$ cat config.mk
export PLATFORM = sky130hd
export DESIGN_NAME = hio_regs
export DESIGN_NICKNAME = d
export VERILOG_FILES = /design/src/hw/hio_pkg.sv /design/src/hw/hio_sync2.sv /design/src/hw/hio_sync_out.sv /design/src/hw/hio_regs.sv
export SDC_FILE = /design/constraint.sdc
export NUM_CORES = 1
export LEC_CHECK = 0
export BUFFER_PORTS_ARGS = -buffer_cell sky130_fd_sc_hd__buf_2
export CAP_MARGIN = 20
export CORE_AREA = 4 4 69 71
export CTS_CLUSTER_SIZE = 14
export DETAILED_ROUTE_END_ITERATION = 10
export DIE_AREA = 0 0 73 75
export PLACE_DENSITY_LB_ADDON = 0.1
export SLEW_MARGIN = 40
export SYNTH_ARGS = -nofsm -noshare
export SYNTH_HDL_FRONTEND = slang
export SYNTH_HIERARCHICAL = 1
export SYNTH_SLANG_ARGS = --single-unit
$ cat constraint.sdc
create_clock -name clock -period 2 [get_ports clock]
set_input_delay 0.1 -clock clock [delete_from_list [all_inputs] [get_ports clock]]
set_output_delay 0.1 -clock clock [all_outputs]
set_load 0.005 [all_outputs]
$ cat src/hw/hio_pkg.sv
/*
 package for the host i/o sleep and general output register block:
 port addresses, bit positions, reset values, write masks, carrier types.
 assumes 16-bit i/o addresses and 8-bit i/o data.
*/
package hio_pkg;

   // i/o port addresses
   localparam logic [15:0] PORT_PLANAR_ACCESS   = 16'h0094;
   localparam logic [15:0] PORT_SUBSYS_ENABLE   = 16'h0102;
   localparam logic [15:0] PORT_GENOUT_WR       = 16'h03C2;
   localparam logic [15:0] PORT_GENOUT_RD       = 16'h03CC;
   localparam logic [15:0] PORT_PLANAR_SLEEP    = 16'h03C3;
   localparam logic [15:0] PORT_ADAPTER_SLEEP   = 16'h46E8;
   localparam logic [15:0] PORT_FEATURE_RD      = 16'h03CA;
   localparam logic [15:0] PORT_STATUS_COLOUR   = 16'h03DA;
   localparam logic [15:0] PORT_STATUS_MONO     = 16'h03BA;
   localparam logic [15:0] PORT_TINDEX_COLOUR   = 16'h03D4;
   localparam logic [15:0] PORT_TDATA_COLOUR    = 16'h03D5;
   localparam logic [15:0] PORT_TINDEX_MONO     = 16'h03B4;
   localparam logic [15:0] PORT_TDATA_MONO      = 16'h03B5;

   // bit positions
   localparam int PAC_ACCESS_BIT  = 5;
   localparam int SE_ENABLE_BIT   = 0;
   localparam int PS_ENABLE_BIT   = 0;
   localparam int AS_SETUP_BIT    = 4;
   localparam int AS_ENABLE_BIT   = 3;
   localparam int GO_VPOL_BIT     = 7;
   localparam int GO_HPOL_BIT     = 6;
   localparam int GO_PAGE_BIT     = 5;
   localparam int GO_CLK_HI_BIT   = 3;
   localparam int GO_CLK_LO_BIT   = 2;
   localparam int GO_MEM_EN_BIT   = 1;
   localparam int GO_COLOUR_BIT   = 0;
   localparam int FC_VSYNC_BIT    = 3;

   // reset values
   localparam logic [7:0] PAC_RESET      = 8'h20;
   localparam logic [7:0] SE_RESET       = 8'h00;
   localparam logic [7:0] PS_RESET       = 8'h00;
   localparam logic [7:0] AS_RESET       = 8'h00;
   localparam logic [7:0] GO_RESET       = 8'h00;
   localparam logic [7:0] FC_RESET       = 8'h00;

   // implemented bits; all others read zero and ignore writes
   localparam logic [7:0] PAC_MASK       = 8'h20;
   localparam logic [7:0] SE_MASK        = 8'h01;
   localparam logic [7:0] PS_MASK        = 8'h01;
   localparam logic [7:0] AS_MASK        = 8'h18;
   localparam logic [7:0] GO_MASK        = 8'hEF;
   localparam logic [7:0] FC_MASK        = 8'h08;

   localparam logic [7:0] RDATA_IDLE     = 8'h00;
   localparam int         SYNC_STAGES    = 2;

   // one host i/o request, valid for one clock
   typedef struct packed {
      logic [15:0] addr;
      logic        wr;
      logic        rd;
      logic [7:0]  wdata;
   } hio_io_req_t;

   // raw timing signals from the display timing unit
   typedef struct packed {
      logic hsync;
      logic vsync;
      logic display_enable;
   } hio_timing_t;

   // pixel clock routing
   typedef struct packed {
      logic [1:0] synth_select;
      logic       ext_to_converter;
      logic       ext_to_counters;
   } hio_pixclk_t;

endpackage

$ cat src/hw/hio_sync2.sv
/*
 multi-bit two flip-flop synchroniser for static levels from pins.
 assumes each bit is an independent slow level.
*/
`timescale 1ns/1ps
`default_nettype none
module hio_sync2 #(
   parameter int WIDTH  = 1,
   parameter int STAGES = hio_pkg::SYNC_STAGES
) (
   input  wire logic             clock,
   input  wire logic             rst,
   input  wire logic [WIDTH-1:0] async_in,
   output logic      [WIDTH-1:0] sync_out
);

   logic [WIDTH-1:0] stage_r [STAGES];

   always_ff @(posedge clock or posedge rst) begin
      if (rst) begin
         for (int i = 0; i < STAGES; i++) begin
            stage_r[i] <= '0;
         end
      end else begin
         stage_r[0] <= async_in;
         for (int i = 1; i < STAGES; i++) begin
            stage_r[i] <= stage_r[i-1];
         end
      end
   end

   assign sync_out = stage_r[STAGES-1];

endmodule
`default_nettype wire

$ cat src/hw/hio_sync_out.sv
/*
 sync output stage: vertical sync display enable merge and polarity of both syncs.
 assumes raw syncs are active high and on the same clock.
*/
`timescale 1ns/1ps
`default_nettype none
module hio_sync_out (
   input  wire logic                 clock,
   input  wire logic                 rst,
   input  wire hio_pkg::hio_timing_t timing,
   input  wire logic                 hsync_invert,
   input  wire logic                 vsync_invert,
   input  wire logic                 vsync_merge_enable,
   output logic                      hsync_pin,
   output logic                      vsync_pin
);

   logic vsync_merged;

   assign vsync_merged = timing.vsync | (vsync_merge_enable & timing.display_enable); // RL22

   always_ff @(posedge clock or posedge rst) begin
      if (rst) begin
         hsync_pin <= 1'b0;
         vsync_pin <= 1'b0;
      end else begin
         hsync_pin <= timing.hsync ^ hsync_invert;   // RL15
         vsync_pin <= vsync_merged ^ vsync_invert;   // RL14
      end
   end

endmodule
`default_nettype wire

$ cat src/hw/hio_regs.sv
/*
 host i/o sleep, subsystem enable, general output and feature control registers.
 requests arrive one clock wide; claim answers in the same clock, ready and
 read data one clock later. strap pin is asynchronous and synchronised here.
*/
// Operation
// RL1: access bit resets one; zero opens subsystem enable
// RL2: latch access-control writes without claim or ready
// RL3: access control write only, reads return nothing
// RL4: access bit zero forces planar sleep
// RL5: subsystem enable decode depends on sleep configuration
// RL6: subsystem disabled answers only its own ports
// RL7: run needs subsystem and sleep enables set
// RL8: planar sleep always reachable; adapter config ignores it
// RL9: planar run needs three enable bits set
// RL10: planar asleep answers only its sleep ports
// RL11: setup bit opens ports, blocks display memory
// RL12: adapter asleep answers only its sleep ports
// RL13: general output written one port, read another
// RL14: bit seven sets vertical sync polarity
// RL15: bit six sets horizontal sync polarity
// RL16: page bit picks odd or even locations
// RL17: strap high selects one of four synthesizers
// RL18: strap low routes external clock pin
// RL19: memory enable bit zero ignores display memory
// RL20: colour bit moves status and timing ports
// RL21: feature control split ports, follows mono decode
// RL22: feature bit three merges display enable into vsync
// RL23: no sleep ports decoded on pci bus
// RL24: reserved bits ignore writes, read zero
`timescale 1ns/1ps
`default_nettype none
module hio_regs (
   input  wire logic                 clock,
   input  wire logic                 rst,
   input  wire hio_pkg::hio_io_req_t io_req,
   output logic                      io_claim,
   output logic                      io_ready,
   output logic [7:0]                io_rdata,
   input  wire logic                 cfg_pci_bus,
   input  wire logic                 cfg_adapter_sleep,
   input  wire logic                 external_clock_strap_n,
   input  wire logic                 seq_even_odd,
   input  wire logic                 seq_chain_four,
   input  wire logic                 graphics_chain,
   input  wire hio_pkg::hio_timing_t timing,
   output logic                      device_enabled,
   output logic                      setup_mode,
   output logic                      display_mem_enable,
   output logic                      bios_enable,
   output logic                      page_override,
   output logic                      page_low_bit,
   output hio_pkg::hio_pixclk_t      pixel_clock,
   output logic                      mono_decode,
   output logic                      timing_index_hit,
   output logic                      timing_data_hit,
   output logic                      status_hit,
   output logic                      hsync_pin,
   output logic                      vsync_pin
);

   function automatic logic port_is(input logic [15:0] a, input logic [15:0] p);
      port_is = (a == p);
   endfunction

   logic [7:0] planar_access_control_r;
   logic [7:0] subsystem_enable_r;
   logic [7:0] general_output_r;
   logic [7:0] planar_sleep_r;
   logic [7:0] feature_control_r;
   logic [7:0] adapter_sleep_r;
   logic [7:0] rdata_r;
   logic [7:0] rdata_nxt;
   logic       ready_r;
   logic       strap_n_sync;
   logic       vl_bus;
   logic       planar_cfg;
   logic       access_bit;
   logic       subsys_bit;
   logic       planar_sleep_eff;
   logic       adapter_run_bit;
   logic       setup_bit;
   logic       run;
   logic       any_req;
   logic       hit_pac;
   logic       hit_se;
   logic       hit_ps;
   logic       hit_as;
   logic       hit_go_wr;
   logic       hit_go_rd;
   logic       hit_fc_wr;
   logic       hit_fc_rd;
   logic       fc_wr_port;
   logic       claim_hit;
   logic       read_hit;

   hio_sync2 #(
      .WIDTH  (1),
      .STAGES (hio_pkg::SYNC_STAGES)
   ) u_strap_sync (
      .clock    (clock),
      .rst      (rst),
      .async_in (external_clock_strap_n),
      .sync_out (strap_n_sync)
   );

   // configuration and enable state
   assign vl_bus          = ~cfg_pci_bus;
   assign planar_cfg      = ~cfg_adapter_sleep;
   assign access_bit      = planar_access_control_r[hio_pkg::PAC_ACCESS_BIT];
   assign subsys_bit      = subsystem_enable_r[hio_pkg::SE_ENABLE_BIT];
   assign planar_sleep_eff = planar_sleep_r[hio_pkg::PS_ENABLE_BIT] & access_bit; // RL4
   assign adapter_run_bit = adapter_sleep_r[hio_pkg::AS_ENABLE_BIT];
   assign setup_bit       = adapter_sleep_r[hio_pkg::AS_SETUP_BIT] & cfg_adapter_sleep & vl_bus;

   // pci config has no sleep registers and always runs
   always_comb begin
      if (cfg_pci_bus) begin
         run = 1'b1; // RL23
      end else if (planar_cfg) begin
         run = subsys_bit & planar_sleep_eff; // RL9
      end else begin
         run = subsys_bit & adapter_run_bit; // RL7
      end
   end

   assign device_enabled = run; // RL6
   assign setup_mode     = setup_bit;

   // sleep and subsystem port decode
   assign any_req = io_req.wr | io_req.rd;
   assign hit_pac = vl_bus & planar_cfg
                  & port_is(io_req.addr, hio_pkg::PORT_PLANAR_ACCESS); // RL23
   assign hit_ps  = vl_bus & planar_cfg
                  & port_is(io_req.addr, hio_pkg::PORT_PLANAR_SLEEP); // RL8
   assign hit_as  = vl_bus & cfg_adapter_sleep
                  & port_is(io_req.addr, hio_pkg::PORT_ADAPTER_SLEEP); // RL12
   assign hit_se  = vl_bus & port_is(io_req.addr, hio_pkg::PORT_SUBSYS_ENABLE)
                  & (cfg_adapter_sleep ? adapter_sleep_r[hio_pkg::AS_SETUP_BIT]
                                       : ~access_bit); // RL5

   // general registers answer only while running
   assign hit_go_wr  = run & port_is(io_req.addr, hio_pkg::PORT_GENOUT_WR); // RL13
   assign hit_go_rd  = run & port_is(io_req.addr, hio_pkg::PORT_GENOUT_RD); // RL13
   assign fc_wr_port = mono_decode ? port_is(io_req.addr, hio_pkg::PORT_STATUS_MONO)
                                   : port_is(io_req.addr, hio_pkg::PORT_STATUS_COLOUR);
   assign hit_fc_wr  = run & fc_wr_port; // RL21
   assign hit_fc_rd  = run & port_is(io_req.addr, hio_pkg::PORT_FEATURE_RD); // RL21

   // planar access control is latched silently
   always_comb begin
      claim_hit = 1'b0;
      if (io_req.wr) begin
         claim_hit = hit_se | hit_ps | hit_as | hit_go_wr | hit_fc_wr; // RL2
      end else if (io_req.rd) begin
         claim_hit = hit_se | hit_ps | hit_as | hit_go_rd | hit_fc_rd; // RL3
      end
   end

   assign io_claim = any_req & claim_hit; // RL10

   // read data mux, reserved bits masked to zero
   always_comb begin
      rdata_nxt = hio_pkg::RDATA_IDLE;
      read_hit  = 1'b0;
      if (io_req.rd) begin
         if (hit_se) begin
            rdata_nxt = subsystem_enable_r & hio_pkg::SE_MASK; // RL24
            read_hit  = 1'b1;
         end else if (hit_ps) begin
            rdata_nxt = planar_sleep_r & hio_pkg::PS_MASK;
            read_hit  = 1'b1;
         end else if (hit_as) begin
            rdata_nxt = adapter_sleep_r & hio_pkg::AS_MASK;
            read_hit  = 1'b1;
         end else if (hit_go_rd) begin
            rdata_nxt = general_output_r & hio_pkg::GO_MASK;
            read_hit  = 1'b1;
         end else if (hit_fc_rd) begin
            rdata_nxt = feature_control_r & hio_pkg::FC_MASK;
            read_hit  = 1'b1;
         end
      end
   end

   // planar access control
   always_ff @(posedge clock or posedge rst) begin
      if (rst) begin
         planar_access_control_r <= hio_pkg::PAC_RESET; // RL1
      end else if (io_req.wr && hit_pac) begin
         planar_access_control_r <= io_req.wdata & hio_pkg::PAC_MASK; // RL2
      end
   end

   // subsystem enable
   always_ff @(posedge clock or posedge rst) begin
      if (rst) begin
         subsystem_enable_r <= hio_pkg::SE_RESET; // RL6
      end else if (io_req.wr && hit_se) begin
         subsystem_enable_r <= io_req.wdata & hio_pkg::SE_MASK; // RL5
      end
   end

   // planar sleep
   always_ff @(posedge clock or posedge rst) begin
      if (rst) begin
         planar_sleep_r <= hio_pkg::PS_RESET;
      end else if (io_req.wr && hit_ps) begin
         planar_sleep_r <= io_req.wdata & hio_pkg::PS_MASK; // RL8
      end
   end

   // adapter sleep
   always_ff @(posedge clock or posedge rst) begin
      if (rst) begin
         adapter_sleep_r <= hio_pkg::AS_RESET; // RL11
      end else if (io_req.wr && hit_as) begin
         adapter_sleep_r <= io_req.wdata & hio_pkg::AS_MASK; // RL12
      end
   end

   // general output
   always_ff @(posedge clock or posedge rst) begin
      if (rst) begin
         general_output_r <= hio_pkg::GO_RESET;
      end else if (io_req.wr && hit_go_wr) begin
         general_output_r <= io_req.wdata & hio_pkg::GO_MASK; // RL24
      end
   end

   // feature control
   always_ff @(posedge clock or posedge rst) begin
      if (rst) begin
         feature_control_r <= hio_pkg::FC_RESET; // RL22
      end else if (io_req.wr && hit_fc_wr) begin
         feature_control_r <= io_req.wdata & hio_pkg::FC_MASK; // RL24
      end
   end

   // answer one clock after a claimed request
   always_ff @(posedge clock or posedge rst) begin
      if (rst) begin
         ready_r <= 1'b0;
      end else begin
         ready_r <= any_req & claim_hit;
      end
   end

   always_ff @(posedge clock or posedge rst) begin
      if (rst) begin
         rdata_r <= hio_pkg::RDATA_IDLE;
      end else if (read_hit) begin
         rdata_r <= rdata_nxt;
      end else begin
         rdata_r <= hio_pkg::RDATA_IDLE; // RL3
      end
   end

   assign io_ready = ready_r;
   assign io_rdata = rdata_r;

   // memory decode enables
   assign display_mem_enable = run & ~setup_bit
                             & general_output_r[hio_pkg::GO_MEM_EN_BIT]; // RL19
   assign bios_enable        = 1'b1; // RL11

   // page select for even/odd addressing
   assign page_override = seq_even_odd & ~seq_chain_four & ~graphics_chain; // RL16
   assign page_low_bit  = ~general_output_r[hio_pkg::GO_PAGE_BIT]; // RL16

   // pixel clock routing
   always_comb begin
      pixel_clock.synth_select = general_output_r[hio_pkg::GO_CLK_HI_BIT:hio_pkg::GO_CLK_LO_BIT];
      if (strap_n_sync) begin
         pixel_clock.ext_to_converter = 1'b0; // RL17
         pixel_clock.ext_to_counters  = 1'b0;
      end else begin
         pixel_clock.ext_to_converter = 1'b1; // RL18
         pixel_clock.ext_to_counters  = general_output_r[hio_pkg::GO_CLK_HI_BIT];
      end
   end

   // monochrome or colour port placement
   assign mono_decode = ~general_output_r[hio_pkg::GO_COLOUR_BIT]; // RL20

   always_comb begin
      if (mono_decode) begin
         timing_index_hit = run & any_req
                          & port_is(io_req.addr, hio_pkg::PORT_TINDEX_MONO); // RL20
         timing_data_hit  = run & any_req
                          & port_is(io_req.addr, hio_pkg::PORT_TDATA_MONO);
         status_hit       = run & io_req.rd
                          & port_is(io_req.addr, hio_pkg::PORT_STATUS_MONO);
      end else begin
         timing_index_hit = run & any_req
                          & port_is(io_req.addr, hio_pkg::PORT_TINDEX_COLOUR); // RL20
         timing_data_hit  = run & any_req
                          & port_is(io_req.addr, hio_pkg::PORT_TDATA_COLOUR);
         status_hit       = run & io_req.rd
                          & port_is(io_req.addr, hio_pkg::PORT_STATUS_COLOUR);
      end
   end

   hio_sync_out u_sync_out (
      .clock              (clock),
      .rst                (rst),
      .timing             (timing),
      .hsync_invert       (general_output_r[hio_pkg::GO_HPOL_BIT]), // RL15
      .vsync_invert       (general_output_r[hio_pkg::GO_VPOL_BIT]), // RL14
      .vsync_merge_enable (feature_control_r[hio_pkg::FC_VSYNC_BIT]), // RL22
      .hsync_pin          (hsync_pin),
      .vsync_pin          (vsync_pin)
   );

endmodule
`default_nettype wire

Word-level counts from Yosys, hierarchy flattened

Index checks and enable logic that the tools add are counted.

Register bits after elaboration: 26
Latch bits: 0
Memory bits (writable): 0
Bits in read-only memories: 0
Bits of input ports: 37
Logic and storage cells: 102
Memories kept: 0

Add/sub/neg operators: 0
Multipliers: 0
Div/mod/pow operators: 0
$lt $le $gt $ge: 0
Equal/unequal tests: 13
Shifts and indexed selects: 0
Muxes and demuxes: 23
Bitwise operators: 48
Reductions and logical operators: 6

Operators with widths:

| operator               | count |
|---|---|
| $eq A16 B10 Y1 const B | 10 |
| $mux W8                | 6 |
| $and A1 B1 Y1          | 30 |
| $eq A16 B15 Y1 const B | 1 |
| $eq A16 B8 Y1 const B  | 1 |
| $eq A16 B9 Y1 const B  | 1 |
| $mux W1                | 15 |
| $not A1 Y1             | 8 |
| $or A1 B1 Y1           | 8 |
| $logic_and A1 B1 Y1    | 6 |
| $mux W4                | 1 |
| $mux W2                | 1 |
| $xor A1 B1 Y1          | 2 |

Depth between registers and ports, before layout

Word-level depth: 12
Depth in mapped cells: 6
Mapped depth without buffers: 6

By module

The synthesis kept the hierarchy.

By module, submodules not included:

| module       | instances | cells an instance | area each (um^2) | seq. area each (um^2) |
|---|---|---|---|---|
| hio_regs     | 1         | 127               | 1,266.2          | 551.8 |
| hio_sync_out | 1         | 6                 | 80.1             | 50.0 |
| hio_sync2    | 1         | 3                 | 53.8             | 50.0 |

Worst setup path after synthesis

Ideal clock, no wire load.

Path type: input to register
Start: input port io_req[14] (netlist name)
End: register general_output_r[1]
Arrival time: 1,688 ps
Setup slack: 187 ps
Cell stages on the path: 5
Buffers on the path: 0
Path through: or4_4 nor4_4 nand2_2 nor3_4 mux2_2

Longest elaborated chain between the ends: 3

RTL lines:

| what                 | line            | text |
|---|---|---|
| from (decl)          | hio_regs.sv:36  | `input wire hio_pkg::hio_io_req_t io_req,` |
| $eq A16 B10 Y1       | hio_regs.sv:63  | `port_is = (a == p);` |
| $and A1 B1 Y1        | hio_regs.sv:143 | `assign hit_go_wr = run & port_is(io_req.addr, hio_pkg::PORT_GENOUT_WR);` |
| $logic_and A1 B1 Y1  | hio_regs.sv:226 | `end else if (io_req.wr && hit_go_wr) begin` |
| to (signal assigned) | hio_regs.sv:225 | `general_output_r <= hio_pkg::GO_RESET;` |
| to (signal assigned) | hio_regs.sv:227 | `general_output_r <= io_req.wdata & hio_pkg::GO_MASK;` |
| to (decl)            | hio_regs.sv:68  | `logic [7:0] general_output_r;` |

No other way between the ends.
A chain may end at the register's enable or synchronous reset.

Final worst setup path

Start: register planar_sleep_r[0]
End: output port io_claim

Longest elaborated chain between the ends: 10
Elaborated cells on any way between the ends: 15
Classes of those cells: mux: 4; bitwise: 11

RTL lines:

| what                      | line            | text |
|---|---|---|
| from (decl)               | hio_regs.sv:69  | `logic [7:0] planar_sleep_r;` |
| from (signal assigned)    | hio_regs.sv:207 | `planar_sleep_r <= hio_pkg::PS_RESET;` |
| from (signal assigned)    | hio_regs.sv:209 | `planar_sleep_r <= io_req.wdata & hio_pkg::PS_MASK;` |
| $and A1 B1 Y1 *           | hio_regs.sv:112 | `assign planar_sleep_eff = planar_sleep_r[hio_pkg::PS_ENABLE_BIT] & access_bit;` |
| $and A1 B1 Y1 *           | hio_regs.sv:121 | `run = subsys_bit & planar_sleep_eff;` |
| $mux W1 *                 | hio_regs.sv:120 | `end else if (planar_cfg) begin` |
| $mux W1 *                 | hio_regs.sv:118 | `if (cfg_pci_bus) begin` |
| $and A1 B1 Y1             | hio_regs.sv:144 | `assign hit_go_rd = run & port_is(io_req.addr, hio_pkg::PORT_GENOUT_RD);` |
| $or A1 B1 Y1 (2 in a row) | hio_regs.sv:156 | `claim_hit = hit_se \| hit_ps \| hit_as \| hit_go_rd \| hit_fc_rd;` |
| $mux W1                   | hio_regs.sv:155 | `end else if (io_req.rd) begin` |
| $mux W1 *                 | hio_regs.sv:153 | `if (io_req.wr) begin` |
| $and A1 B1 Y1 *           | hio_regs.sv:160 | `assign io_claim = any_req & claim_hit;` |
| to (decl)                 | hio_regs.sv:37  | `output logic io_claim,` |

Mark *: on every way between the ends. The rest lies on a longest branch, timed or not.

==> flow_summary_export.csv <==
group,metric,value,unit
floorplanning,coreArea,4230,µm²
routing,postRouteAntennaNets,0,
hold_path,hold_depth,2,
floorplanning,die_y,75,µm
global_route,grt_max_degree,23,
yosys,synth_edf_count,0,
floorplanning,initial_core_util,33.1,%
clocking,clock_latency,0.27,ns
timing,skew,0.0104,ns
floorplanning,fp.dieW,73,µm
clocking,clock_tree.buffer_depth,2,
critical_path,cp_max_fo,5,
floorplanning,num_io_pins,63,
flow_run,maxCapViolCount,0,
layout,finalInstanceArea,1990,µm²
yosys,ys_top_cells_by_count,"dfrtp_1, nand2_1, mux2_2",
routing,wl_per_cell,14.4,µm
yosys,yosysUniqueCellTypes,46,
yosys,ys_ff_latch,26,
critical_path,r2r_start,"planar_access_control_r[5]",
floorplanning,die_area,5480,µm²
layout,fillCellCount,419,
timing,finalCriticalPeriod,1.99,ns
critical_path,endpoint_kind,"output port",
layout,drive_above_1_share,50.2,%
routing,drtIter0Drc,44,
timing,fmaxAchievable,502,MHz
place,place_area,1800,µm²
clocking,numCtsBuffers,3,
hold_path,worstHoldEndpoint,"general_output_r[6]",
critical_path,crit_type,"reg -> out",
yosys,ys_warn_count,6,
yosys,synthesis.nets,173,
critical_path,reg2reg_depth,6,
layout,finalNetCount,247,
yosys,netlist_area,1400,µm²
yosys,yosysTopAreaCell,"dfrtp_1",
yosys,synth.most_common_cell,"dfrtp_1",
place,portBuffers,61,
clocking,cts_tree,"built",
layout,fin_util,46.9,%
global_route,grt_usage,14.3,%
pwr,p_per_area,548,nW/µm²
timing,hold_viol,0,
timing,rsz0062_at_grt,"true",
timing,finalSetupViolCount,0,
floorplanning,rows,24,
critical_path,arrival,1.89,ns
yosys,synth-async-reset-ratio,100,%
global_route,grt_pass1_vias,1313,
routing,vias_per_cell,4.91,
yosys,ys_seq_area_share,46.6,%
routing,drc_errors,0,
routing,vias,1281,
clocking,clk_pin_slew_worst_paths,0.10,ns
critical_path,regToRegSetupSlack,0.15,ns
routing,routed_wl,3770,µm
place,gp_congestion,0.820,
hold_path,hold_start,"io_req[6]",
global_route,grt_pass1_wl,6180,µm
critical_path,start_kind,"flop",
critical_path,r2r_end,"general_output_r[2]",
place,hpwl,3120,µm
clocking,h-tree-depth,1,
yosys,synthTopCellsByArea,"dfrtp_1, mux2_2, nand2_1, and3_1, inv_1",
global_route,antenna_found_initial,0,
global_route,gr-total-overflow,0,
yosys,synthCells,136,
pwr,leakage,1.03,nW
timing,maxSlewViolCount,0,
pwr,peakVddDrop,0.636,mV
critical_path,critPathRequiredTime,1.90,ns
status,status,"complete, no violations",
timing,max_slew_margin,51.6,%
hold_path,min_path_type,"in -> reg",
clocking,cts.sinks,26,
timing,period_share,99.6,%
clocking,cts-root-buf,"clkbuf_8",
layout,syn_to_final_growth,41.8,%
yosys,avgSynthCellArea,10.3,µm²
routing,drt-pass1-iter-count,4,
yosys,synth_top_area_share,44.7,%
layout,n_antenna_cell,0,
yosys,synthFlopType,"dfrtp_1",
timing,tightest_slew,0.721,ns
## worst max-delay path by stage
| stage | from | endpoint | slack (ns) | cells past startpoint |
|---|---|---|---|---|
| 6_report | planar_sleep_r[0] | io_claim | 0.008 | 7 |
| 5_1_grt | subsystem_enable_r[0] | io_claim | -0.10 | 7 |
| 4_1_cts | planar_sleep_r[0] | io_claim | 0.007 | 7 |
| 3_5_place_dp | planar_sleep_r[0] | io_claim | 0.01 | 7 |
| 3_3_place_gp | io_req[14] | general_output_r[1] | 0.05 | 7 |
| 2_1_floorplan | io_req[14] | general_output_r[1] | 0.19 | 5 |
## sequential cells by signal (all words and copies together), names as in the netlist
name,count
io_rdata,8
adapter_sleep_r,2
u_strap_sync/sync_out,1
u_sync_out/hsync_pin,1
general_output_r,7
u_strap_sync/stage_r,1
planar_access_control_r,1
feature_control_r,1
io_ready,1
subsystem_enable_r,1
u_sync_out/vsync_pin,1
planar_sleep_r,1
## power breakdown
group / leakage, nW / switching (mW) / internal [mW] / total (mW)
sequential: 0.335 / 0.00120 / 0.529 / 0.531
clock: 0.0357 / 0.167 / 0.268 / 0.435
combinational: 0.659 / 0.0656 / 0.0571 / 0.123
total: 1.03 / 0.234 / 0.854 / 1.09
## cell type report
cell class | instances | area [µm²] | share of cell area, %
Sequential cell | 26 | 652 | 32.8
Inverter | 9 | 33.8 | 1.70
Multi-Input combinational cell | 96 | 741 | 37.3
Timing Repair Buffer | 74 | 423 | 21.3
Tap cell | 52 | 65.1 | 3.28
Clock buffer | 3 | 41.3 | 2.08
Clock inverter | 1 | 30.0 | 1.51
## metrics by stage
step                std cells  power (mW)  setup WS (ns)  TNS [ns]  hold WS (ns)
floorplan                 136       0.584          0.187         0        -0.159
global placement          250       0.652         0.0541         0       -0.0300
global route              261        1.13         -0.102    -0.102        0.0464
finish                    261        1.09        0.00785         0        0.0480
detailed placement        250       0.654         0.0110         0       -0.0250
CTS                       258        1.10        0.00727         0        0.0469
## kinds of logic after synthesis
group | synth area share, %
buf+inv | 4.56
flops | 46.6
xor+xnor | 1.25
other cells | 0.268
compound gates | 7.06
mux | 8.04
simple gates | 32.3
## layout by cell type (no fill, tap or decap), types with 3 or more instances in the layout
cell type	instances
buf_4	9
nand2b_1	4
nand4_1	4
clkbuf_8	3
nand2_1	13
inv_1	8
dfrtp_1	25
o21ai_0	5
mux2_2	10
dlygate4sd3_1	3
buf_2	61
and3_1	7
nor2_1	4
nor3_1	3
## what timing repair did
item | CTS | global route
hold buffers | 3 | 0
gates resized for setup | 6 | 4
endpoints found under the setup margin | 4 | 3
buffers inserted | 1 | 3
endpoints found under the hold margin | 6 | 0
gates cloned | 0 | 0
pin swaps | 3 | 8
## layer usage
layer | routed length (µm) | track usage (%) | part of all wire, %
met5 | 0 | 0 | 0
met4 | 48 | 2.87 | 1.3
met3 | 253 | 3.47 | 6.7
met2 | 1870 | 23.9 | 50
met1 | 1600 | 18.9 | 42
## critical path, stage by stage (launching register included)
cell and delay (ns):
dfrtp_1 0.40, and4b_1 0.21, a311oi_4 0.41, nand4bb_4 0.22
a211oi_2 0.04, o21ai_1 0.13, nand2_1 0.09, buf_2 0.14
(Power assumes the default switching activity.)
